$ cat config.mk
export PLATFORM = sky130hd
export DESIGN_NAME = asx_ctrl
export DESIGN_NICKNAME = d
export VERILOG_FILES = /design/src/rtl/asx_pkg.sv /design/src/rtl/asx_ctrl.sv
export SDC_FILE = /design/constraint.sdc
export NUM_CORES = 1
export LEC_CHECK = 0
export BUFFER_PORTS_ARGS = -buffer_cell sky130_fd_sc_hd__buf_2
export CAP_MARGIN = 25
export CORE_AREA = 2 2 82 84
export CTS_CLUSTER_SIZE = 14
export DETAILED_ROUTE_END_ITERATION = 10
export DIE_AREA = 0 0 84 86
export GPL_TIMING_DRIVEN = 0
export PLACE_DENSITY = 0.6
export SLEW_MARGIN = 20
export SYNTH_ARGS = -nofsm -noshare
export SYNTH_HDL_FRONTEND = slang
export SYNTH_SLANG_ARGS = --single-unit
$ cat constraint.sdc
create_clock -name CLK -period 1.6 [get_ports CLK]
set_input_delay 0.08 -clock CLK [delete_from_list [all_inputs] [get_ports CLK]]
set_output_delay 0.08 -clock CLK [all_outputs]
set_load 0.05 [all_outputs]
$ cat src/rtl/asx_pkg.sv
package asx_pkg;
   localparam int ADDR_W = 14;
   localparam int DATA_W = 4;
   localparam int CLK_PERIOD_NS = 10;
   // Least times, ns
   localparam int T_ADDR_SETUP_NS = 0;
   localparam int T_WRITE_PULSE_NS = 14;
   localparam int T_WE_HIGHZ_NS = 5;
   localparam int T_DATA_SETUP_NS = 10;
   localparam int T_WRITE_RECOVERY_NS = 0;
   localparam int T_READ_CYCLE_NS = 15;
   localparam int T_OUT_ACTIVE_NS = 5;
   localparam int T_POWER_UP_NS = 0;
   // Derived cycle counts, rounded up, at least one
   function automatic int cyc_up(input int ns);
      int c;
      c = (ns + CLK_PERIOD_NS - 1) / CLK_PERIOD_NS;
      return (c < 1) ? 1 : c;
   endfunction
   localparam int WP_CYC = cyc_up(T_WRITE_PULSE_NS);
   localparam int WP_OE_CYC = (cyc_up(T_WE_HIGHZ_NS + T_DATA_SETUP_NS) > WP_CYC) ?
      cyc_up(T_WE_HIGHZ_NS + T_DATA_SETUP_NS) : WP_CYC;
   localparam int RD_CYC = cyc_up(T_READ_CYCLE_NS);
   localparam int GAP_CYC = cyc_up(T_OUT_ACTIVE_NS);
   localparam int CNT_W = 4;
   typedef enum logic [2:0] {
      ASX_IDLE = 3'b000,
      ASX_RD = 3'b001,
      ASX_WSET = 3'b010,
      ASX_WPULSE = 3'b011,
      ASX_WEND = 3'b100,
      ASX_GAP = 3'b101
   } asx_state_t;
endpackage

$ cat src/rtl/asx_ctrl.sv
`timescale 1ns/1ps
// Contract
// - The controller keeps strobe or select high whenever the address changes.
// - The controller drives no write data while the memory may still drive the bus.
// - With the output gate low, the strobe pulse covers turn-off delay plus data set-up.
// - The strobe stays high for the whole of every read.
// - The address is valid no later than select falls on a read.
module asx_ctrl
   import asx_pkg::*;
#(
   parameter bit GATE_LOW_IN_WRITE = 1'b0
) (
   // Clock and reset
   input wire logic CLK,
   input wire logic RST,
   input wire logic CE,
   // Request port
   input wire logic REQ_VALID,
   input wire logic REQ_WRITE,
   input wire logic [ADDR_W-1:0] REQ_ADDR,
   input wire logic [DATA_W-1:0] REQ_WDATA,
   output logic REQ_READY,
   output logic RSP_VALID,
   output logic [DATA_W-1:0] RSP_RDATA,
   // Memory pins
   output logic [ADDR_W-1:0] MEM_ADDR,
   output logic MEM_SEL_N,
   output logic MEM_WSTB_N,
   output logic MEM_OGATE_N,
   input wire logic [DATA_W-1:0] MEM_DQ_IN,
   output logic [DATA_W-1:0] MEM_DQ_OUT,
   output logic MEM_DQ_OE
);
   asx_state_t state_reg;
   asx_state_t state_next;
   logic [CNT_W-1:0] cnt_reg;
   logic [CNT_W-1:0] cnt_next;
   logic [CNT_W-1:0] wp_len;
   logic take;
   logic cnt_last;
   logic [ADDR_W-1:0] addr_reg;
   logic [DATA_W-1:0] wdata_reg;
   logic sel_n_reg;
   logic wstb_n_reg;
   logic ogate_n_reg;
   logic dq_oe_reg;
   logic rsp_valid_reg;
   logic [DATA_W-1:0] rdata_reg;
   logic [DATA_W-1:0] dq_s1_reg;
   logic [DATA_W-1:0] dq_s2_reg;

   // ****************************************
   // Pin input synchroniser
   // ****************************************
   always_ff @(posedge CLK or posedge RST) begin
      if (RST) begin
         dq_s1_reg <= '0;
         dq_s2_reg <= '0;
      end else if (CE) begin
         dq_s1_reg <= MEM_DQ_IN;
         dq_s2_reg <= dq_s1_reg;
      end
   end

   // ****************************************
   // Request decode
   // ****************************************
   assign wp_len = GATE_LOW_IN_WRITE ? CNT_W'(WP_OE_CYC) : CNT_W'(WP_CYC);
   assign REQ_READY = (state_reg == ASX_IDLE);
   assign take = REQ_VALID && (state_reg == ASX_IDLE);
   assign cnt_last = (cnt_reg == CNT_W'(1));

   // ****************************************
   // Sequencer
   // ****************************************
   always_comb begin
      state_next = state_reg;
      unique case (state_reg)
         ASX_IDLE: begin
            if (take) begin
               state_next = REQ_WRITE ? ASX_WSET : ASX_RD;
            end
         end
         ASX_RD: begin
            if (cnt_last) begin
               state_next = ASX_GAP;
            end
         end
         ASX_WSET: begin
            state_next = ASX_WPULSE;
         end
         ASX_WPULSE: begin
            if (cnt_last) begin
               state_next = ASX_WEND;
            end
         end
         ASX_WEND: begin
            state_next = ASX_GAP;
         end
         ASX_GAP: begin
            if (cnt_last) begin
               state_next = ASX_IDLE;
            end
         end
         default: begin
            state_next = ASX_IDLE;
         end
      endcase
   end

   always_comb begin
      cnt_next = cnt_reg;
      unique case (state_reg)
         ASX_IDLE: begin
            if (take && !REQ_WRITE) begin
               // One extra cycle covers the synchroniser delay
               cnt_next = CNT_W'(RD_CYC + 1);
            end
         end
         ASX_RD: begin
            cnt_next = cnt_last ? CNT_W'(GAP_CYC) : cnt_reg - CNT_W'(1);
         end
         ASX_WSET: begin
            cnt_next = wp_len;
         end
         ASX_WEND: begin
            cnt_next = CNT_W'(GAP_CYC);
         end
         ASX_WPULSE, ASX_GAP: begin
            if (!cnt_last) begin
               cnt_next = cnt_reg - CNT_W'(1);
            end
         end
         default: begin
            cnt_next = '0;
         end
      endcase
   end

   always_ff @(posedge CLK or posedge RST) begin
      if (RST) begin
         state_reg <= ASX_IDLE;
         cnt_reg <= '0;
      end else if (CE) begin
         state_reg <= state_next;
         cnt_reg <= cnt_next;
      end
   end

   // ****************************************
   // Address and write data
   // ****************************************
   always_ff @(posedge CLK or posedge RST) begin
      if (RST) begin
         addr_reg <= '0;
         wdata_reg <= '0;
      end else if (CE && take) begin
         // Address moves only while the strobe is high; on a read select falls on the same edge
         addr_reg <= REQ_ADDR;
         if (REQ_WRITE) begin
            wdata_reg <= REQ_WDATA;
         end
      end
   end

   // ****************************************
   // Select
   // ****************************************
   always_ff @(posedge CLK or posedge RST) begin
      if (RST) begin
         sel_n_reg <= 1'b1;
      end else if (CE) begin
         if (take && !REQ_WRITE) begin
            sel_n_reg <= 1'b0;
         end else if (state_reg == ASX_WSET) begin
            sel_n_reg <= 1'b0;
         end else if (cnt_last && (state_reg == ASX_RD || state_reg == ASX_WPULSE)) begin
            sel_n_reg <= 1'b1;
         end
      end
   end

   // ****************************************
   // Write strobe
   // ****************************************
   always_ff @(posedge CLK or posedge RST) begin
      if (RST) begin
         wstb_n_reg <= 1'b1;
      end else if (CE) begin
         if (state_reg == ASX_WSET) begin
            // Strobe and select fall together so the memory never drives
            wstb_n_reg <= 1'b0;
         end else if (state_reg != ASX_WPULSE || cnt_last) begin
            wstb_n_reg <= 1'b1;
         end
      end
   end

   // ****************************************
   // Output gate
   // ****************************************
   always_ff @(posedge CLK or posedge RST) begin
      if (RST) begin
         ogate_n_reg <= 1'b1;
      end else if (CE) begin
         if (take) begin
            ogate_n_reg <= REQ_WRITE ? !GATE_LOW_IN_WRITE : 1'b0;
         end else if ((state_reg == ASX_RD && cnt_last) || state_reg == ASX_WEND) begin
            ogate_n_reg <= 1'b1;
         end
      end
   end

   // ****************************************
   // Data bus drive
   // ****************************************
   always_ff @(posedge CLK or posedge RST) begin
      if (RST) begin
         dq_oe_reg <= 1'b0;
      end else if (CE) begin
         if (state_reg == ASX_WPULSE) begin
            // Data drives only once the strobe is low and outputs are off
            dq_oe_reg <= 1'b1;
         end else if (state_reg == ASX_WEND) begin
            // Data hold after the overlap ends, then release the bus
            dq_oe_reg <= 1'b0;
         end
      end
   end

   // ****************************************
   // Read response
   // ****************************************
   always_ff @(posedge CLK or posedge RST) begin
      if (RST) begin
         rsp_valid_reg <= 1'b0;
         rdata_reg <= '0;
      end else if (CE) begin
         rsp_valid_reg <= (state_reg == ASX_RD) && cnt_last;
         if ((state_reg == ASX_RD) && cnt_last) begin
            rdata_reg <= dq_s2_reg;
         end
      end
   end

   // ****************************************
   // Outputs
   // ****************************************
   assign MEM_ADDR = addr_reg;
   assign MEM_SEL_N = sel_n_reg;
   assign MEM_WSTB_N = wstb_n_reg;
   assign MEM_OGATE_N = ogate_n_reg;
   assign MEM_DQ_OUT = wdata_reg;
   assign MEM_DQ_OE = dq_oe_reg;
   assign RSP_VALID = rsp_valid_reg;
   assign RSP_RDATA = rdata_reg;
endmodule

==> results of run 1 <==
[metal layers]
layer	global-route usage	vias up	wire, um	share of wire
met5	0	-	0	0
met4	0.0337	0	21	0.0051
met3	0.0385	2	238	0.057
met2	0.207	47	2070	0.50
met1	0.151	708	1830	0.44
li1	-	710	-	-
[area by class of cell]
class	count	area (um2)
fill	574	3490
sequential	42	1060
multi-input combinational	92	858
timing repair buffer	81	556
tap	77	96.3
clock buffer	5	68.8
clock inverter	3	68.8
buffer	7	55.1
inverter	7	26.3
[how the worst max path moves through the flow]
stage | endpoint | from | slack, ns
3_5_place_dp | MEM_OGATE_N$_DFFE_PP1P_ | cnt_reg[1]$_DFFE_PP0P_ | -0.21
2_1_floorplan | MEM_ADDR[2]$_DFFE_PP0P_ | state_reg[2]$_DFFE_PP0P_ | -0.28
3_3_place_gp | MEM_OGATE_N$_DFFE_PP1P_ | cnt_reg[1]$_DFFE_PP0P_ | -0.22
5_1_grt | cnt_reg[3]$_DFFE_PP0P_ | cnt_reg[0]$_DFFE_PP0P_ | -0.13
6_report | cnt_reg[3]$_DFFE_PP0P_ | cnt_reg[0]$_DFFE_PP0P_ | -0.08
4_1_cts | MEM_OGATE_N$_DFFE_PP1P_ | cnt_reg[1]$_DFFE_PP0P_ | -0.11
[stage by stage]
step / std cells / utilization / setup slack (ns) / hold slack, ns / total power [mW]
final: 314 / 0.444 / -0.0776 / 0.00638 / 5.35
after global routing: 314 / 0.444 / -0.131 / 0.00236 / 5.66
after CTS: 312 / 0.424 / -0.113 / 0.000298 / 5.11
after detailed placement: 281 / 0.362 / -0.214 / 0.102 / 3.83
after global placement: 280 / 0.359 / -0.223 / 0.297 / 3.80
after floorplan: 149 / - / -0.282 / 0.212 / 3.33
[worst max-delay path, stage by stage, from the launching register on]
cell      delay, ns
dfrtp_1        0.43
ha_4           0.19
nor3b_4        0.18
nand3b_1       0.22
or4_4          0.53
nand3_2        0.07
[layout by cell type (no fill, tap or decap), drive strengths merged, types with 2 or more instances in the layout]
cell         instances
mux2                31
or3                  2
nand2b               2
o22ai                4
nor2b                2
clkbuf               9
dfrtp               39
bufinv               2
dlygate4sd3         13
o21ai                9
nor3b                2
dfstp                3
buf                 71
nor2                 3
ha                   2
inv                  7
a31oi                3
nand3                2
a21oi                7
nand2                8
a22o                 2
[report_power, final]
group / leakage [nW] / switching (mW) / internal [mW]
registers: 0.522 / 0.238 / 1.45
clock network: 0.0683 / 0.380 / 0.625
logic: 0.777 / 1.67 / 0.999
total: 1.37 / 2.28 / 3.07
[cell families (layout without fill, tap and decap cells)]
| kind of cell | count (synthesis) | count (layout) | synth area share |
|---|---|---|---|
| xor+xnor | 1 | 1 | 0.00473 |
| compound gates | 29 | 29 | 0.0939 |
| flops | 42 | 42 | 0.570 |
| buf+inv | 15 | 103 | 0.0345 |
| fa+ha+maj | 3 | 3 | 0.0189 |
| mux | 31 | 31 | 0.189 |
| simple gates | 28 | 28 | 0.0899 |
[what timing repair did]
| item | in CTS | in global routing |
|---|---|---|
| pin swaps | 5 | 9 |
| hold endpoints to repair | 30 | 0 |
| cloned | 0 | 1 |
| hold buffers | 13 | 0 |
| setup endpoints to repair | 20 | 25 |
| setup buffers | 11 | 4 |
| resized for setup | 9 | 20 |
==> impl_metrics.csv, run 1 <==
group,metric,value,unit
setup_path,r2r_cells,5,
floorplan,initial_utilization,0.295,
min_path,min_path_cells,2,
timing,slew_headroom,0.650,
detailed_routing,dr.pass1.iters,4,
timing,max_clock_freq,596,MHz
pwr,total_leakage_power,1.37,nW
global_route,overflow,0,
detailed_routing,vias_per_cell,4.67,
logic_synthesis,ys_top_cells_by_count,"dfrtp_1 (39), mux2_1 (31), a21oi_1 (7), nand2_1 (7)",
setup_path,crit_fanout,8,
detailed_routing,wl,4160,um
layout,layout.nets,265,
floorplan,die-area,7220,um2
global_route,grt_start_max_net_pins,25,
layout,layout-drive-gt1-share,0.460,
global_route,grt_usage,0.122,
detailed_routing,route.detailed.drc,0,
timing,setup_tns,-0.301,ns
clocking,clkSinkCount,42,
min_path,hp-start,"REQ_ADDR[2]",
layout,syn_to_final_growth,50.4,%
logic_synthesis,synth_nets,178,
layout,antenna_cells_inserted,0,
timing,period_share,1.05,
setup_path,r2r_end,"cnt_reg[3]$_DFFE_PP0P_",
layout,largest_reg_flops,14,
pwr,pwr_density_cell,1920,nW/um2
global_route,grt_pass1_wl,6980,um
placement,hpwl,2780,um
setup_path,arrival,1.91,ns
timing,period_needed,1.68,ns
setup_path,rr_startpoint,"cnt_reg[0]$_DFFE_PP0P_",
floorplan,die_w,84,um
job,maxCapViolCount,0,
min_path,hold_path.class,"in2reg",
timing,rsz0062_at_grt,"yes",
detailed_routing,wl_per_cell,13.2,um
logic_synthesis,ys_async_sr_fraction,1.00,
floorplan,io_pins,55,
global_route,antenna_found_initial,0,
setup_path,path_class,"reg2reg",
layout,final_area,2790,um2
logic_synthesis,avgSynthCellArea,12.4,um2
setup_path,cp_data_required_time,1.84,ns
timing,drv_slew,0,
global_route,grt_pass1_vias,1450,
timing,finalHoldViolations,0,
logic_synthesis,yosysTopAreaCell,"dfrtp_1",
logic_synthesis,yosys-top-cells-area,"dfrtp_1 (53%), mux2_1 (19%), dfstp_2 (4.3%), a21oi_1 (1.9%), o21ai_1 (1.6%)",
timing,fin_ws,-0.0776,ns
timing,finalSetupViolations,7,
logic_synthesis,yosysMostFrequentCell,"dfrtp_1",
timing,fin_worst_skew,0.00726,ns
placement,place_area,2270,um2
setup_path,endpoint_kind,"register",
detailed_routing,drtIter0Drc,24,
pwr,vdd_ir_drop_max,0.000887,V
detailed_routing,via_count,1467,
setup_path,r2r_slack,-0.08,ns
floorplan,design.core.area,6280,um2
logic_synthesis,synth.top_cell.area_share,0.527,
logic_synthesis,seq_area_frac_synth,0.570,
logic_synthesis,ys.flop_type,"dfrtp_1",
status,violations,"negative setup slack",
clocking,clock_latency,0.29,ns
placement,gp_congestion,0.841,
floorplan,rows,29,
clocking,cts_tree,"yes",
logic_synthesis,ys_ff_latch,42,
timing,tightest_slew,0.524,ns
clocking,clockRootBuffer,"clkbuf_8",
clocking,htree_levels,2,
logic_synthesis,synth_cell_type_count,38,
logic_synthesis,synth_edf_count,0,
logic_synthesis,mappedNetlistArea,1850,um2
status,outcome,"finished with violations",
setup_path,critPathLaunchType,"register",
clocking,clk_pin_slew,0.08,ns
floorplan,die_h,86,um
detailed_routing,ant_nets,0,
clocking,cts_buffer_depth,2,
logic_synthesis,ys_warn_count,0,
min_path,hold_end,"MEM_ADDR[2]$_DFFE_PP0P_",
clocking,cts_buffers,5,
placement,port_buffers,54,
logic_synthesis,syn_inst,149,
Power figures use the tool's default switching activity.
==> run 2, diff against run 1 <==
Settings changed: HOLD_SLACK_MARGIN set to 0.03.
==> impl_metrics.csv, run 2 (synthesis results as in run 1) <==
group,metric,value,unit
setup_path,endpoint_kind,"register",
placement,gp_congestion,0.841,
global_route,antenna_found_initial,0,
global_route,grt_use_met1,0.154,
placement,dpl_worst_slack,-0.214,ns
detailed_routing,vias_per_cell,4.65,
setup_path,r2r_end,"cnt_reg[3]$_DFFE_PP0P_",
timing,fin_worst_skew,0.00685,ns
layout,layout-drive-gt1-share,0.441,
global_route,overflow,0,
setup_path,rr_startpoint,"cnt_reg[0]$_DFFE_PP0P_",
placement,hpwl,2780,um
timing,rsz0062_at_grt,"yes",
min_path,hold_end,"MEM_DQ_OUT[1]$_DFFE_PP0P_",
setup_path,path_class,"reg2reg",
clocking,cts_tree,"yes",
detailed_routing,wl_per_cell,13.3,um
floorplan,die-area,7220,um2
pwr,total_leakage_power,1.41,nW
timing,setup_tns,-0.305,ns
timing,finalHoldViolations,0,
global_route,grt_pass1_vias,1525,
floorplan,rows,29,
setup_path,crit_fanout,8,
clocking,htree_levels,2,
timing,drv_slew,0,
layout,final_common_cell,"buf_2",
min_path,hp-start,"REQ_WRITE",
clocking,cts_buffer_depth,2,
timing,hold_slack,0.201,ns
pwr,pwr_density_cell,1860,nW/um2
job,maxCapViolCount,0,
floorplan,io_pins,55,
detailed_routing,wl,4290,um
status,violations,"negative setup slack",
pwr,vdd_ir_drop_max,0.00103,V
detailed_routing,via_count,1505,
layout,fill_cells,561,
timing,period_share,1.05,
timing,finalSetupViolations,7,
floorplan,die_h,86,um
detailed_routing,dr.pass1.iters,4,
timing,fin_ws,-0.0767,ns
setup_path,cp_data_required_time,1.84,ns
min_path,min_path_cells,3,
global_route,grt_start_max_net_pins,25,
setup_path,arrival,1.91,ns
clocking,cts_buffers,5,
status,outcome,"finished with violations",
placement,port_buffers,54,
global_route,grt_pass1_wl,7220,um
timing,slew_headroom,0.651,
layout,largest_reg_flops,14,
floorplan,design.core.area,6280,um2
layout,final_cell_mix,"buf_2 (55), dfrtp_1 (38), mux2_1 (24)",
setup_path,r2r_cells,5,
layout,syn_to_final_growth,55.8,%
layout,antenna_cells_inserted,0,
global_route,top_usage_layer,"met2",
timing,tightest_slew,0.524,ns
global_route,grt_use_met2,0.220,
clocking,clk_pin_slew,0.09,ns
detailed_routing,ant_nets,0,
timing,max_clock_freq,596,MHz
clocking,clkSinkCount,42,
clocking,clock_latency,0.29,ns
detailed_routing,route.detailed.drc,0,
floorplan,die_w,84,um
setup_path,r2r_slack,-0.08,ns
global_route,grt_usage,0.126,
layout,layout.nets,275,
min_path,hold_path.class,"in2reg",
clocking,clockRootBuffer,"clkbuf_8",
timing,period_needed,1.68,ns
global_route,gr-usage-met3,0.0366,
detailed_routing,drtIter0Drc,38,
setup_path,critPathLaunchType,"register",
floorplan,initial_utilization,0.295,
[run 2: how the worst max path moves through the flow]
stage / startpoint / end / slack (ns) / cells after the start
after detailed placement: cnt_reg[1]$_DFFE_PP0P_ / MEM_OGATE_N$_DFFE_PP1P_ / -0.21 / 7
after global routing: cnt_reg[0]$_DFFE_PP0P_ / cnt_reg[3]$_DFFE_PP0P_ / -0.13 / 5
final: cnt_reg[0]$_DFFE_PP0P_ / cnt_reg[3]$_DFFE_PP0P_ / -0.08 / 5
after floorplan: state_reg[2]$_DFFE_PP0P_ / MEM_ADDR[2]$_DFFE_PP0P_ / -0.28 / 5
after CTS: cnt_reg[1]$_DFFE_PP0P_ / MEM_OGATE_N$_DFFE_PP1P_ / -0.11 / 7
after global placement: cnt_reg[1]$_DFFE_PP0P_ / MEM_OGATE_N$_DFFE_PP1P_ / -0.22 / 7
[run 2: area by class of cell]
type	count	area, um2	share of cell area
Sequential cell	42	1060	0.366
Clock buffer	5	68.8	0.0239
Timing Repair Buffer	91	656	0.227
Multi-Input combinational cell	92	858	0.297
Clock inverter	3	68.8	0.0239
Inverter	7	26.3	0.00911
Buffer	7	55.1	0.0191
Tap cell	77	96.3	0.0334
[run 2: power breakdown]
part	total, mW	leakage [nW]	internal [mW]	switching (mW)
Sequential	1.68	0.522	1.45	0.239
Combinational	2.69	0.819	1.01	1.67
Clock	1.01	0.0683	0.625	0.380
[run 2: metal layers]
layer	routed length [um]	up-vias
met4	21	0
met3	226	2
met5	0	-
met1	1900	726
met2	2140	47
li1	-	730
[run 2: critical path, cell delays in order (launching register included)]
cell and delay (ns):
dfrtp_1 0.43, ha_4 0.19, nor3b_4 0.18, nand3b_1 0.22, or4_4 0.53, nand3_2 0.07
[run 2: repair_timing]
action	4_1_cts	5_1_grt
hold endpoints to repair	40	0
pin swaps	5	9
cloned	0	1
endpoints found under the setup margin	20	25
setup buffers	11	4
hold buffers	23	0
resized for setup	9	20
[run 2: metrics by stage]
stage          power [mW]  cells   util  cell area [um2]
2_1_floorplan        3.33    149      -             1890
3_3_place_gp         3.80    280  0.359             2250
6_report             5.38    324  0.460             2890
5_1_grt              5.69    324  0.460             2890
4_1_cts              5.13    322  0.440             2760
3_5_place_dp         3.83    281  0.362             2270
==> run 3, diff against run 2 <==
Settings changed: SETUP_SLACK_MARGIN set to 0.02, TNS_END_PERCENT set to 20.
Clock period 1.6 ns to 1.38 ns, I/O delays scaled along.
==> impl_metrics.csv, run 3 (synthesis results as in run 1) <==
group,metric,value,unit
setup_path,path_class,"reg2reg",
timing,tightest_slew,0.544,ns
timing,period_needed,1.66,ns
layout,seqCellArea,1060,um2
pwr,combPwrFrac,0.524,
pwr,pwr_density_cell,2030,nW/um2
layout,final_cell_mix,"buf_2 (55), dfrtp_1 (38), dlygate4sd3_1 (23)",
layout,largest_reg_flops,14,
clocking,cts_buffer_depth,2,
global_route,grt_usage,0.119,
detailed_routing,route.detailed.drc,0,
timing,drv_slew,0,
status,violations,"negative setup slack",
detailed_routing,drtIter0Drc,24,
status,outcome,"finished with violations",
timing,period_share,1.20,
setup_path,cp_data_required_time,1.61,ns
timing,max_clock_freq,604,MHz
placement,place_inst,281,
layout,layout-drive-gt1-share,0.452,
layout,instances_no_fill,325,
floorplan,die_h,86,um
timing,finalSetupViolations,30,
floorplan,io_pins,55,
detailed_routing,ant_nets,0,
pwr,p_int,3.17,mW
timing,finalHoldViolations,0,
setup_path,crit_fanout,6,
pwr,switching_power,2.59,mW
placement,hpwl,2700,um
timing,slew_headroom,0.637,
layout,antenna_cells_inserted,0,
clocking,htree_levels,2,
clocking,cts_buffers,5,
pwr,p_sw_frac,0.450,
detailed_routing,via_count,1497,
detailed_routing,vias_per_cell,4.61,
layout,fill_cells,592,
global_route,antenna_found_initial,0,
global_route,overflow,0,
floorplan,design.core.area,6280,um2
layout,fin_util,0.451,
clocking,clk_pin_slew,0.08,ns
timing,hold_slack,0.186,ns
placement,gp_congestion,0.779,
layout,multiInputGateArea,852,um2
floorplan,rows,29,
timing,rsz0062_at_grt,"yes",
layout,final_common_cell,"buf_2",
placement,place_area,2270,um2
global_route,grt_start_max_net_pins,25,
pwr,power_frac_seq,0.338,
floorplan,initial_utilization,0.295,
detailed_routing,wl,4280,um
clocking,cts_tree,"yes",
floorplan,die_w,84,um
setup_path,arrival,1.88,ns
pwr,vdd_ir_drop_max,0.00101,V
global_route,grt_pass1_vias,1439,
pwr,total_leakage_power,1.39,nW
layout,final_area,2830,um2
detailed_routing,wl_per_cell,13.2,um
layout,layout.nets,276,
pwr,clkPwrFrac,0.137,
min_path,hold_path.class,"in2reg",
timing,setup_tns,-6.33,ns
clocking,clkSinkCount,42,
floorplan,die-area,7220,um2
placement,port_buffers,54,
setup_path,critPathLaunchType,"register",
job,maxCapViolCount,0,
timing,fin_worst_skew,0.00727,ns
clocking,clock_latency,0.30,ns
setup_path,endpoint_kind,"register",
detailed_routing,dr.pass1.iters,4,
global_route,grt_pass1_wl,6800,um
layout,syn_to_final_growth,53.0,%
clocking,clockRootBuffer,"clkbuf_8",
timing,fin_ws,-0.276,ns
==> run 3: cell types whose count changed in the layout (fill, tap and decap cells not counted), sizes merged <==
cell / previous run / this run
buf: 71 / 72
clkinv: 1 / 2
bufinv: 2 / 0
clkinvlp: 0 / 1
==> run 3: what timing repair did <==
action | CTS | global route
gates resized for setup | 18 | 14
setup endpoints to repair | 34 | 34
endpoints found under the hold margin | 40 | 0
hold buffers | 23 | 0
cloned | 0 | 1
buffers inserted | 7 | 5
pin swaps | 5 | 5
==> run 3: power by group through the flow <==
stage / Sequential (mW) / Combinational (mW) / Clock [mW]
global route: 2.01 / 3.21 / 0.899
finish: 1.95 / 3.02 / 0.790
floorplan: 2.97 / 0.894 / 0
CTS: 1.95 / 2.77 / 0.835
global placement: 1.95 / 2.44 / 0
detailed placement: 1.96 / 2.47 / 0
==> run 3: final timing paths <==
| check | start | to | slack [ns] | cells past startpoint |
|---|---|---|---|---|
| max | cnt_reg[1]$_DFFE_PP0P_ | MEM_OGATE_N$_DFFE_PP1P_ | -0.28 | 7 |
| max reg2reg | cnt_reg[1]$_DFFE_PP0P_ | MEM_OGATE_N$_DFFE_PP1P_ | -0.28 | 7 |
| min in group asynchronous | RST | MEM_ADDR[9]$_DFFE_PP0P_ | 0.31 | 3 |
| max in group asynchronous | RST | MEM_OGATE_N$_DFFE_PP1P_ | 0.52 | 4 |
| min | REQ_WRITE | MEM_DQ_OUT[3]$_DFFE_PP0P_ | 0.19 | 3 |
| min reg2reg | dq_s2_reg[1]$_DFFE_PP0P_ | RSP_RDATA[1]$_DFFE_PP0P_ | 0.48 | 1 |
==> run 3: routing by layer <==
metal,track usage,up-vias,part of all wire
met5,0,-,0
met4,0.0440,0,0.0091
met3,0.0366,5,0.058
met2,0.191,48,0.47
met1,0.154,717,0.46
li1,-,727,-
==> run 3: critical path: stages, from the launching register on <==
cell and delay, ns:
dfrtp_1 0.39, inv_2 0.08, ha_4 0.13, nand4bb_1 0.13, or3_1 0.34, buf_6 0.15
o31ai_4 0.05, mux2_4 0.31
==> run 3: final cells by class <==
class	count	area share
plain buffers	8	0.0230
clock buffers	5	0.0243
clock inverters	3	0.00751
inverters	7	0.00928
multi-input cells	92	0.301
flip-flops and latches	42	0.373
well taps	77	0.0340
repair buffers	91	0.228
==> run 3: metrics by stage <==
stage	power (mW)	worst slack, ns
after CTS	5.55	-0.274
after global routing	6.12	-0.358
after global placement	4.39	-0.482
after floorplan	3.86	-0.502
final	5.75	-0.276
after detailed placement	4.43	-0.513
